==> config.mk <==
export PLATFORM = sky130hd
export DESIGN_NAME = eapr_regs
export DESIGN_NICKNAME = d
export VERILOG_FILES = /design/src/rtl/eapr_pkg.sv /design/src/rtl/eapr_regs.sv /design/src/rtl/eapr_i2c_bit.sv
export SDC_FILE = /design/constraint.sdc
export NUM_CORES = 1
export LEC_CHECK = 0
export BUFFER_PORTS_ARGS = -buffer_cell sky130_fd_sc_hd__buf_4
export CAP_MARGIN = 20
export CELL_PAD_IN_SITES_DETAIL_PLACEMENT = 1
export CELL_PAD_IN_SITES_GLOBAL_PLACEMENT = 2
export CORE_MARGIN = 10
export CORE_UTILIZATION = 37
export DETAILED_ROUTE_END_ITERATION = 8
export HOLD_SLACK_MARGIN = 0.15
export PLACE_DENSITY_LB_ADDON = 0.1
export SLEW_MARGIN = 5
export SYNTH_ARGS = -nofsm -noshare
export SYNTH_HDL_FRONTEND = slang
export SYNTH_HIERARCHICAL = 1
export SYNTH_SLANG_ARGS = --single-unit
==> constraint.sdc <==
create_clock -name clk_i -period 2.18 [get_ports clk_i]
set_input_delay 0.436 -clock clk_i [delete_from_list [all_inputs] [get_ports clk_i]]
set_output_delay 0.436 -clock clk_i [all_outputs]
set_load 0.02 [all_outputs]
==> src/rtl/eapr_pkg.sv <==
package eapr_pkg;

  // ****************************************************************
  // Selection codes
  // ****************************************************************
  localparam logic [3:0] TYPE_ID  = 4'hB;
  localparam logic [2:0] SEL_CDA  = 3'h6;
  localparam logic [2:0] SEL_SWP  = 3'h5;

  // ****************************************************************
  // Register layouts and reset values
  // ****************************************************************
  localparam int         CDA_CEH_BIT  = 3;
  localparam int         CDA_CEL_BIT  = 2;
  localparam int         CDA_LOCK_BIT = 0;
  localparam logic [7:0] CDA_MASK     = 8'h0D;
  localparam logic [7:0] CDA_RESET    = 8'h00;
  localparam int         SWP_EN_BIT   = 3;
  localparam int         SWP_BSH_BIT  = 2;
  localparam int         SWP_BSL_BIT  = 1;
  localparam int         SWP_LOCK_BIT = 0;
  localparam logic [7:0] SWP_MASK     = 8'h0F;
  localparam logic [7:0] SWP_RESET    = 8'h00;

  // ****************************************************************
  // Timing
  // ****************************************************************
  localparam int CLK_PERIOD_NS = 8;
  localparam int WCYC_TIME_NS  = 8000;
  localparam int WCYC_CYCLES   = (WCYC_TIME_NS + CLK_PERIOD_NS - 1) / CLK_PERIOD_NS;

  // ****************************************************************
  // Types
  // ****************************************************************
  typedef enum logic [2:0] {
    ST_IDLE = 3'h0,
    ST_RX   = 3'h1,
    ST_ACK  = 3'h3,
    ST_TX   = 3'h2,
    ST_RACK = 3'h6
  } eapr_state_e;

  typedef enum logic [1:0] {
    K_DEV  = 2'h0,
    K_AHI  = 2'h1,
    K_ALO  = 2'h3,
    K_DATA = 2'h2
  } eapr_kind_e;

  typedef enum logic [1:0] {
    T_NONE = 2'h0,
    T_CDA  = 2'h1,
    T_SWP  = 2'h2
  } eapr_tgt_e;

  typedef struct packed {
    logic scl_rise;
    logic scl_fall;
    logic start;
    logic stop;
    logic sda;
  } eapr_bus_ev_s;

  typedef struct packed {
    logic       enable;
    logic [1:0] block_size;
    logic [3:0] quarter_mask;
  } eapr_protect_s;

endpackage : eapr_pkg

==> src/rtl/eapr_regs.sv <==
`timescale 1ns/1ps
module eapr_regs #(
  parameter logic [7:0] FACTORY_CDA = eapr_pkg::CDA_RESET,
  parameter logic [7:0] FACTORY_SWP = eapr_pkg::SWP_RESET,
  parameter int         WCYC_CYCLES = eapr_pkg::WCYC_CYCLES
) (
  input  wire logic                  clk_i,
  input  wire logic                  srst_i,
  input  wire logic                  scl_i,
  input  wire logic                  sda_i,
  input  wire logic                  write_control_n_i,
  output logic                       sda_o,
  output logic                       sda_oe_o,
  output logic                       busy_o,
  output logic [1:0]                 chip_enable_o,
  output eapr_pkg::eapr_protect_s    protect_o
);
  import eapr_pkg::*;

  localparam int CW = $clog2(WCYC_CYCLES + 1);

  // ****************************************************************
  // Elaboration checks
  // ****************************************************************
  if (WCYC_CYCLES < 1 || (FACTORY_CDA & ~CDA_MASK) != 8'h00 || (FACTORY_SWP & ~SWP_MASK) != 8'h00) begin : g_bad
    $error("eapr_regs: bad write cycle length or reserved bits set in factory values");
  end

  // ****************************************************************
  // Declarations
  // ****************************************************************
  eapr_bus_ev_s  ev;
  eapr_state_e   state_r;
  eapr_kind_e    kind_r;
  eapr_tgt_e     tgt_r;
  eapr_tgt_e     wtgt_r;
  logic [2:0]    cnt_r;
  logic          rx_full_r;
  logic [7:0]    sh_r;
  logic          rd_r;
  logic          mack_r;
  logic          seen_data_r;
  logic          wr_arm_r;
  logic [7:0]    pend_r;
  logic          oe_r;
  logic          busy_r;
  logic [CW-1:0] wcnt_r;
  logic          apply_r;
  logic          reload_r;
  logic [7:0]    nv_cda_r;
  logic [7:0]    nv_swp_r;
  logic [7:0]    cda_r;
  logic [7:0]    swp_r;
  logic          wc_meta_r;
  logic          wc_sync_r;
  logic          dev_hit;
  logic          data_ok;
  logic          ack_now;
  logic          commit;
  logic [7:0]    rdata;
  logic [7:0]    wmask;

  // ****************************************************************
  // Pin conditioning
  // ****************************************************************
  eapr_i2c_bit u_bit (
    .clk_i  (clk_i),
    .srst_i (srst_i),
    .scl_i  (scl_i),
    .sda_i  (sda_i),
    .ev_o   (ev)
  );

  // Write control is asynchronous to clk_i; reset low so writes are enabled.
  always_ff @(posedge clk_i) begin
    if (srst_i) begin
      wc_meta_r <= 1'b0;
      wc_sync_r <= 1'b0;
    end else begin
      wc_meta_r <= write_control_n_i;
      wc_sync_r <= wc_meta_r;
    end
  end

  // ****************************************************************
  // Byte decisions
  // ****************************************************************
  // Select match uses the live chip enables; a running write cycle hides the device.
  always_comb begin
    dev_hit = (sh_r[7:4] == TYPE_ID) && !busy_r &&
              (sh_r[3:2] == {cda_r[CDA_CEH_BIT], cda_r[CDA_CEL_BIT]});
    data_ok = !seen_data_r && !wc_sync_r &&
              ((tgt_r == T_CDA && !cda_r[CDA_LOCK_BIT]) ||
               (tgt_r == T_SWP && !swp_r[SWP_LOCK_BIT]));
    unique case (kind_r)
      K_DEV:   ack_now = dev_hit;
      K_AHI:   ack_now = 1'b1;
      K_ALO:   ack_now = 1'b1;
      K_DATA:  ack_now = data_ok;
    endcase
  end

  // Read data and the write mask; reserved positions are forced to zero.
  always_comb begin
    unique case (tgt_r)
      T_CDA:   rdata = cda_r & CDA_MASK;
      T_SWP:   rdata = swp_r & SWP_MASK;
      default: rdata = 8'h00;
    endcase
    wmask = (tgt_r == T_CDA) ? CDA_MASK : SWP_MASK;
  end

  // ****************************************************************
  // Protocol engine
  // ****************************************************************
  // Bits are taken on SCL rise and SDA changes on SCL fall. A start from any
  // state restarts the select byte, so a repeated start gives a random read.
  always_ff @(posedge clk_i) begin
    if (srst_i) begin
      state_r     <= ST_IDLE;
      kind_r      <= K_DEV;
      tgt_r       <= T_NONE;
      cnt_r       <= 3'h0;
      rx_full_r   <= 1'b0;
      sh_r        <= 8'h00;
      rd_r        <= 1'b0;
      mack_r      <= 1'b0;
      seen_data_r <= 1'b0;
      wr_arm_r    <= 1'b0;
      pend_r      <= 8'h00;
      oe_r        <= 1'b0;
    end else if (ev.start) begin
      state_r     <= ST_RX;
      kind_r      <= K_DEV;
      cnt_r       <= 3'h0;
      rx_full_r   <= 1'b0;
      seen_data_r <= 1'b0;
      wr_arm_r    <= 1'b0;
      oe_r        <= 1'b0;
    end else if (ev.stop) begin
      state_r   <= ST_IDLE;
      rx_full_r <= 1'b0;
      wr_arm_r  <= 1'b0;
      oe_r      <= 1'b0;
    end else begin
      unique case (state_r)
        ST_IDLE: begin
          oe_r <= 1'b0;
        end
        ST_RX: begin
          if (ev.scl_rise && !rx_full_r) begin
            sh_r  <= {sh_r[6:0], ev.sda};
            cnt_r <= cnt_r + 3'h1;
            if (cnt_r == 3'h7) begin
              rx_full_r <= 1'b1;
            end
          end else if (ev.scl_fall && rx_full_r) begin
            rx_full_r <= 1'b0;
            if (kind_r == K_DATA) begin
              seen_data_r <= 1'b1;
              wr_arm_r    <= data_ok;
              pend_r      <= sh_r & wmask;
            end
            if (ack_now) begin
              state_r <= ST_ACK;
              oe_r    <= 1'b1;
              unique case (kind_r)
                K_DEV: begin
                  rd_r   <= sh_r[0];
                  kind_r <= K_AHI;
                end
                K_AHI: begin
                  if (sh_r[7:5] == SEL_CDA) begin
                    tgt_r <= T_CDA;
                  end else if (sh_r[7:5] == SEL_SWP) begin
                    tgt_r <= T_SWP;
                  end else begin
                    tgt_r <= T_NONE;
                  end
                  kind_r <= K_ALO;
                end
                K_ALO:  kind_r <= K_DATA;
                K_DATA: kind_r <= K_DATA;
              endcase
            end else begin
              state_r <= ST_IDLE;
            end
          end
        end
        ST_ACK: begin
          if (ev.scl_fall) begin
            cnt_r <= 3'h0;
            if (rd_r) begin
              state_r <= ST_TX;
              sh_r    <= rdata;
              oe_r    <= ~rdata[7];
            end else begin
              state_r <= ST_RX;
              oe_r    <= 1'b0;
            end
          end
        end
        ST_TX: begin
          if (ev.scl_fall) begin
            if (cnt_r == 3'h7) begin
              state_r <= ST_RACK;
              oe_r    <= 1'b0;
            end else begin
              cnt_r <= cnt_r + 3'h1;
              sh_r  <= {sh_r[6:0], 1'b0};
              oe_r  <= ~sh_r[6];
            end
          end
        end
        ST_RACK: begin
          if (ev.scl_rise) begin
            mack_r <= ~ev.sda;
          end else if (ev.scl_fall) begin
            cnt_r <= 3'h0;
            if (mack_r) begin
              state_r <= ST_TX;
              sh_r    <= rdata;
              oe_r    <= ~rdata[7];
            end else begin
              state_r <= ST_IDLE;
            end
          end
        end
        default: begin
          state_r <= ST_IDLE;
          oe_r    <= 1'b0;
        end
      endcase
    end
  end

  // ****************************************************************
  // Write cycle
  // ****************************************************************
  // Only a stop after exactly one accepted data byte launches the cycle.
  always_ff @(posedge clk_i) begin
    if (srst_i) begin
      busy_r <= 1'b0;
      wcnt_r <= '0;
      wtgt_r <= T_NONE;
    end else if (!busy_r && ev.stop && wr_arm_r) begin
      busy_r <= 1'b1;
      wcnt_r <= CW'(WCYC_CYCLES - 1);
      wtgt_r <= tgt_r;
    end else if (busy_r) begin
      if (wcnt_r == '0) begin
        busy_r <= 1'b0;
      end else begin
        wcnt_r <= wcnt_r - CW'(1);
      end
    end
  end

  assign commit = busy_r && (wcnt_r == '0);

  // Nonvolatile images; reset stands for a fresh part with its factory contents.
  always_ff @(posedge clk_i) begin
    if (srst_i) begin
      nv_cda_r <= FACTORY_CDA;
      nv_swp_r <= FACTORY_SWP;
    end else if (commit && wtgt_r == T_CDA) begin
      nv_cda_r <= pend_r;
    end else if (commit && wtgt_r == T_SWP) begin
      nv_swp_r <= pend_r;
    end
  end

  // Working copies reload from the images after reset and after each cycle,
  // so a half-written value never steers address match or protection.
  always_ff @(posedge clk_i) begin
    if (srst_i) begin
      reload_r <= 1'b1;
      apply_r  <= 1'b0;
      cda_r    <= CDA_RESET;
      swp_r    <= SWP_RESET;
    end else begin
      reload_r <= 1'b0;
      apply_r  <= commit;
      if (reload_r || apply_r) begin
        cda_r <= nv_cda_r;
        swp_r <= nv_swp_r;
      end
    end
  end

  // ****************************************************************
  // Outputs
  // ****************************************************************
  assign sda_o         = 1'b0;
  assign sda_oe_o      = oe_r;
  assign busy_o        = busy_r;
  assign chip_enable_o = {cda_r[CDA_CEH_BIT], cda_r[CDA_CEL_BIT]};

  // Quarter 3 is the top of the array; the mask grows downward with the size.
  always_comb begin
    protect_o.enable     = swp_r[SWP_EN_BIT];
    protect_o.block_size = {swp_r[SWP_BSH_BIT], swp_r[SWP_BSL_BIT]};
    unique case ({swp_r[SWP_BSH_BIT], swp_r[SWP_BSL_BIT]})
      2'h0: protect_o.quarter_mask = 4'h8;
      2'h1: protect_o.quarter_mask = 4'hC;
      2'h2: protect_o.quarter_mask = 4'hE;
      2'h3: protect_o.quarter_mask = 4'hF;
    endcase
    if (!swp_r[SWP_EN_BIT]) begin
      protect_o.quarter_mask = 4'h0;
    end
  end

  // ****************************************************************
  // Assertions
  // ****************************************************************
  logic [CW-1:0] busy_len_r;

  always_ff @(posedge clk_i) begin
    if (srst_i || !busy_r) begin
      busy_len_r <= '0;
    end else begin
      busy_len_r <= busy_len_r + CW'(1);
    end
  end
endmodule : eapr_regs

==> src/rtl/eapr_i2c_bit.sv <==
`timescale 1ns/1ps
module eapr_i2c_bit (
  input  wire logic                  clk_i,
  input  wire logic                  srst_i,
  input  wire logic                  scl_i,
  input  wire logic                  sda_i,
  output eapr_pkg::eapr_bus_ev_s     ev_o
);
  import eapr_pkg::*;

  logic scl_m_r;
  logic scl_s_r;
  logic scl_d_r;
  logic sda_m_r;
  logic sda_s_r;
  logic sda_d_r;

  // Two-stage synchronisers plus one delay stage for edge detection.
  // The bus idles high, so the stages reset high to avoid a false start.
  always_ff @(posedge clk_i) begin
    if (srst_i) begin
      scl_m_r <= 1'b1;
      scl_s_r <= 1'b1;
      scl_d_r <= 1'b1;
      sda_m_r <= 1'b1;
      sda_s_r <= 1'b1;
      sda_d_r <= 1'b1;
    end else begin
      scl_m_r <= scl_i;
      scl_s_r <= scl_m_r;
      scl_d_r <= scl_s_r;
      sda_m_r <= sda_i;
      sda_s_r <= sda_m_r;
      sda_d_r <= sda_s_r;
    end
  end

  // Start and stop are SDA edges while SCL stays high on both samples.
  assign ev_o.scl_rise = scl_s_r & ~scl_d_r;
  assign ev_o.scl_fall = ~scl_s_r & scl_d_r;
  assign ev_o.start    = scl_s_r & scl_d_r & sda_d_r & ~sda_s_r;
  assign ev_o.stop     = scl_s_r & scl_d_r & ~sda_d_r & sda_s_r;
  assign ev_o.sda      = sda_s_r;

endmodule : eapr_i2c_bit

==> flow_summary.toml, run 1 <==
[power_and_ir_drop]
p_int_mw = 1.73
p_leak_nw = 1.34
p_sw_frac = 0.281
powerDensity_nw_per_um2 = 688
power_frac_comb = 0.080
p_sw_uw = 677
irDropWorstVdd_uv = 324
seqPwrFrac = 0.513
p_clk_frac = 0.407

[flow_run]
cap_violations = 0

[finish]
instances_no_fill = 482
n_antenna_cell = 0
layout_common_cells = "dfxtp_1 (64), nor2_1 (39), nand2_1 (31)"
drive_gt1_frac = 0.159
fillCellCount = 971
layout_commonest_cell = "dfxtp_1"
fin_nets = 383
syn_to_final_growth_pct = 14.3
utilization = 0.430

[die]
io_pins = 17
dieHeight_um = 111
initial_core_util = 0.376
coreArea_um2 = 8130
die_w_um = 111
dieArea_um2 = 12300
rows = 33

[grt]
track_usage = 0.125
antenna_found_initial = 0
grt_remaining_overflow = 0
grt_pass1_vias = 2577
grt_pass1_wl_um = 12900
grt_max_degree = 47

[setup_path]
cp.arrival_ns = 2.28
slowest_stage = "or4_4"
crit_path_start_kind = "flop"
crit_fanout = 5
end_kind = "flop"
crit_type = "reg2reg"
critPathTopFamily = "simple AND/OR/NAND/NOR gates"
path_cells = "and4b_1 -> or2_2 -> or4_4 -> or3_4 -> mux2i_1 -> nor2_1"
path_buf_inv = 0
critical_path.max_stage_delay_ns = 0.45
cp.required_ns = 2.41

[synthesis]
synth_top_flop_cell = "dfxtp_1"
ys_seq_area_frac = 0.425
ys_seq_elements = 65
synth_edf_count = 0
ys_warn_count = 6
synth-async-reset-ratio = 0
synth.distinct_cells = 51
synth.net_count = 365
netlist_area_um2 = 3060
netlist_instances = 354
avgSynthCellArea_um2 = 8.65

[timing]
skew_ns = 0.00909
rsz0062_at_grt = "no"
finalHoldViolCount = 0
setup_viol = 0
timing.slew.headroom = 0.571
period_needed_ns = 2.05
fmax_mhz = 487
setup_ws_ns = 0.126
tightest_slew_ns = 0.641
maxSlewViolCount = 0
hold_ws_ns = 0.259
fin_crit_sh = 0.942
finalSetupTns_ns = 0

[clocking]
clk_pin_slew_ns = 0.08
htree_levels = 3
post_cts.repair.setup_buffers = 0
postCtsHoldBufs = 0
clock_sinks = 65
ctsResizeCount = 0
clk_latency_ns = 0.35
clk_path_buf_depth = 2
root_buffer = "clkbuf_8"
cts_made_buffers = 9
cts_tree = "done"

[placement]
dp_cells = 466
io_buffers = 15
place_hpwl_um = 5550
pre_cts_slack_ns = 0.0877
finalWeightedCongestion = 0.788

[routing]
ant_nets = 0
drtIter0Drc = 149
routedWlPerCell_um = 15.7
drc = 0
vias_per_cell = 5.29
routed_wl_um = 7570
num_vias = 2548
first_pass_iters = 4

[min_path]
hold_class = "in2reg"

[status]
outcome = "completed"
flip-flops by register name (all words and copies together), names as in the netlist, 4 cells and up:
signal,count
nv_swp_r,4
pend_r,4
sh_r,8
swp_r,4
wcnt_r,10
power groups by stage:
stage | Clock (mW) | Combinational [mW] | Sequential (mW)
after detailed placement | 0 | 0.195 | 1.26
final | 0.980 | 0.194 | 1.24
after floorplan | 0 | 0.137 | 1.25
after global routing | 1.08 | 0.214 | 1.24
after CTS | 1.01 | 0.196 | 1.23
after global placement | 0 | 0.193 | 1.26
metrics by stage:
stage / area, µm² / power, mW
finish: 3500 / 2.41
global route: 3500 / 2.53
CTS: 3490 / 2.45
detailed placement: 3310 / 1.46
global placement: 3310 / 1.45
floorplan: 3060 / 1.39
layout make-up:
cell class	instances	area, µm²	share of cell area
clock buffers	9	124	0.0354
clock inverters	7	61.3	0.0175
inverters	8	30.0	0.00858
multi-input cells	259	1620	0.463
flip-flops and latches	65	1300	0.372
well taps	105	131	0.0375
repair buffers	29	230	0.0658
worst reg2reg max path, delay by kind of cell, from the launching register on:
| family | cells | cell delay (ns) |
|---|---|---|
| and+or+nand+nor | 5 | 1.44 |
| DFF | 1 | 0.34 |
| muxes | 1 | 0.15 |
worst paths after layout:
kind | from | to | slack, ns | cells past startpoint
worst max-delay path | u_bit/scl_s_r | tgt_r[0] | 0.13 | 6
worst min-delay path | sda_i | u_bit/sda_m_r | 0.26 | 2
worst max register to register | u_bit/scl_s_r | tgt_r[0] | 0.13 | 6
worst min register to register | u_bit/sda_m_r | u_bit/sda_s_r | 0.41 | 1
cells by family (layout without fill, tap and decap cells):
family | count (synthesis) | in the layout | synth area share
other cells | 1 | 1 | 0.00122
buf+inv | 30 | 53 | 0.0474
xor+xnor | 5 | 5 | 0.0143
flops | 65 | 65 | 0.425
mux | 24 | 24 | 0.0797
compound gates | 71 | 71 | 0.148
simple gates | 152 | 152 | 0.260
fa+ha+maj | 6 | 6 | 0.0245
routing by layer:
| layer | part of all wire | global-route usage | routed length [µm] | up-vias |
|---|---|---|---|---|
| li1 | - | - | - | 1275 |
| met1 | 0.51 | 0.166 | 3860 | 1225 |
| met2 | 0.44 | 0.189 | 3300 | 37 |
| met3 | 0.035 | 0.0265 | 265 | 11 |
| met4 | 0.019 | 0.0547 | 140 | 0 |
| met5 | 0 | 0 | 0 | - |
synthesized netlist by cell type (5+ instances only):
cell      instances  area [µm²]
and2_1            7        43.8
or2_1             6        37.5
o21ai_0          17        85.1
a31oi_1           5        31.3
nor2b_1          11        68.8
buf_4             8        60.1
nor2_1           39         146
ha_1              6        75.1
a211oi_1          8        60.1
clkbuf_1         12        45.0
mux2i_1          21         210
a21oi_1          22         110
dfxtp_1          65        1300
nand3_1           7        35.0
nor3_1           12        60.1
nand2_1          31         116
nand2b_1          6        37.5
inv_1             8        30.0
Note: power is estimated with default switching activity, not from simulation.
==> run 2, diff against run 1 <==
--- a/config.mk
+++ b/config.mk
@@ -6,7 +6,7 @@
 export NUM_CORES = 1
 export LEC_CHECK = 0
 export BUFFER_PORTS_ARGS = -buffer_cell sky130_fd_sc_hd__buf_4
-export CAP_MARGIN = 20
+export CAP_MARGIN = 0
 export CELL_PAD_IN_SITES_DETAIL_PLACEMENT = 1
 export CELL_PAD_IN_SITES_GLOBAL_PLACEMENT = 2
 export CORE_MARGIN = 10
@@ -14,6 +14,7 @@
 export DETAILED_ROUTE_END_ITERATION = 8
 export HOLD_SLACK_MARGIN = 0.15
 export PLACE_DENSITY_LB_ADDON = 0.1
+export REMOVE_ABC_BUFFERS = 1
 export SLEW_MARGIN = 5
 export SYNTH_ARGS = -nofsm -noshare
 export SYNTH_HDL_FRONTEND = slang
==> run 2 against run 1 <==
Cell count is the same. Combinational power shrank 6%. Flip-flop and latch count is the same. Non-clock buffer count is the same. Via count shrank 0.98%. Total power grew 1.5%. Worst setup slack lost 0.044 ns. Utilization is the same. Critical endpoint is now tgt_r[1]. Largest cell class unchanged.
==> flow_summary.toml, run 2 (same netlist as run 1, synthesis figures left out) <==
[timing]
timing.slew.headroom = 0.540
finalHoldViolCount = 0
period_needed_ns = 2.10
fin_crit_sh = 0.963
rsz0062_at_grt = "no"
tightest_slew_ns = 0.688
setup_viol = 0
hold_ws_ns = 0.269
skew_ns = 0.0106
fmax_mhz = 477
finalSetupTns_ns = 0
maxSlewViolCount = 0

[finish]
fin_nets = 383
layout_commonest_cell = "dfxtp_1"
largest_reg_flops = 10
seq_area_um2 = 1300
layout_common_cells = "dfxtp_1 (63), nor2_1 (39), nand2_1 (31)"
drive_gt1_frac = 0.162
instances_no_fill = 482
largest_register = "wcnt_r"
largestRegisters = "wcnt_r (10), sh_r (8)"
fillCellCount = 966
n_antenna_cell = 0
utilization = 0.430
syn_to_final_growth_pct = 14.3
multi_input_area_um2 = 1620

[routing]
drtIter0Drc = 59
vias_per_cell = 5.23
ant_nets = 0
first_pass_iters = 4
routed_wl_um = 7660
num_vias = 2523
routedWlPerCell_um = 15.9
drc = 0

[grt]
antenna_found_initial = 0
grt_remaining_overflow = 0
grt_pass1_vias = 2523
grt_max_degree = 54
track_usage = 0.127
grt_pass1_wl_um = 13200

[clocking]
post_cts.repair.setup_buffers = 0
clk_pin_slew_ns = 0.07
clock_sinks = 65
htree_levels = 3
cts_tree = "done"
cts_made_buffers = 9
clk_path_buf_depth = 2
clk_latency_ns = 0.35
postCtsHoldBufs = 0
root_buffer = "clkbuf_8"

[power_and_ir_drop]
powerDensity_nw_per_um2 = 699
p_leak_nw = 1.33
irDropWorstVdd_uv = 285
p_total_mw = 2.45

[setup_path]
end_kind = "flop"
crit_type = "reg2reg"
cp.arrival_ns = 2.31
crit_fanout = 5
r2r-start = "u_bit/scl_s_r"
cp.required_ns = 2.39
r2r_end = "tgt_r[1]"
crit_path_start_kind = "flop"
r2r_slack_ns = 0.08
rr_worst_depth = 6

[min_path]
holdPathEnd = "u_bit/sda_m_r"
hold_class = "in2reg"
hold_depth = 2
holdCritStartpoint = "sda_i"

[die]
initial_core_util = 0.376
die_w_um = 111
io_pins = 17
coreArea_um2 = 8130
dieArea_um2 = 12300
dieHeight_um = 111
rows = 33

[status]
outcome = "completed"

[flow_run]
cap_violations = 0

[placement]
finalWeightedCongestion = 0.786
dp_cells = 466
place_hpwl_um = 5540
io_buffers = 15
==> run 2: changes by cell type in the layout (fill, tap and decap cells not counted), sizes merged <==
cell	delta
clkinv	+2
clkinvlp	+1
bufinv	+1
inv	-4
==> run 2: layer usage <==
metal | global-route usage | wire length [µm] | up-vias | part of all wire
met5 | 0 | 0 | - | 0
met4 | 0.0521 | 110 | 0 | 0.014
met3 | 0.0281 | 229 | 9 | 0.030
met2 | 0.185 | 3250 | 30 | 0.42
met1 | 0.175 | 4070 | 1211 | 0.53
li1 | - | - | 1273 | -
==> run 2: worst max path at each step <==
stage                  start       end  slack [ns]  depth (start not counted)
3_5_place_dp   u_bit/sda_s_r  tgt_r[1]        0.07                          6
6_report       u_bit/scl_s_r  tgt_r[1]        0.08                          6
4_1_cts        u_bit/sda_s_r  tgt_r[1]        0.04                          6
3_3_place_gp   u_bit/sda_s_r  tgt_r[0]        0.15                          6
2_1_floorplan  u_bit/scl_s_r  tgt_r[0]        0.15                          6
5_1_grt        u_bit/sda_s_r  tgt_r[1]        0.01                          6
==> run 2: report_power, final <==
part	internal, mW	switching (mW)	total (mW)
combinational	0.0808	0.101	0.182
clock	0.525	0.503	1.03
sequential	1.21	0.0258	1.24
total	1.82	0.630	2.45
==> run 2: through the flow <==
step	cell area [µm²]	setup WS, ns
final	3500	0.0817
after detailed placement	3300	0.0720
after global placement	3300	0.149
after global routing	3500	0.0111
after CTS	3490	0.0445
after floorplan	2950	0.147
==> run 2: area by class of cell <==
type / count / share of cell area
Multi-Input combinational cell: 259 / 0.464
Sequential cell: 65 / 0.372
Timing Repair Buffer: 29 / 0.0622
Tap cell: 105 / 0.0375
Clock buffer: 9 / 0.0354
Clock inverter: 7 / 0.0204
Inverter: 8 / 0.00858
==> run 2: repair_timing <==
item / CTS / global route
setup endpoints to repair: 0 / 6
resized for setup: 0 / 4
hold endpoints to repair: 0 / 0
==> run 2: worst max-delay path, stage by stage, from the launching register on <==
cell	delay, ns
dfxtp_2	0.34
and4b_1	0.21
or2_2	0.33
or4_4	0.46
or3_4	0.40
mux2i_1	0.18
nor2_1	0.05
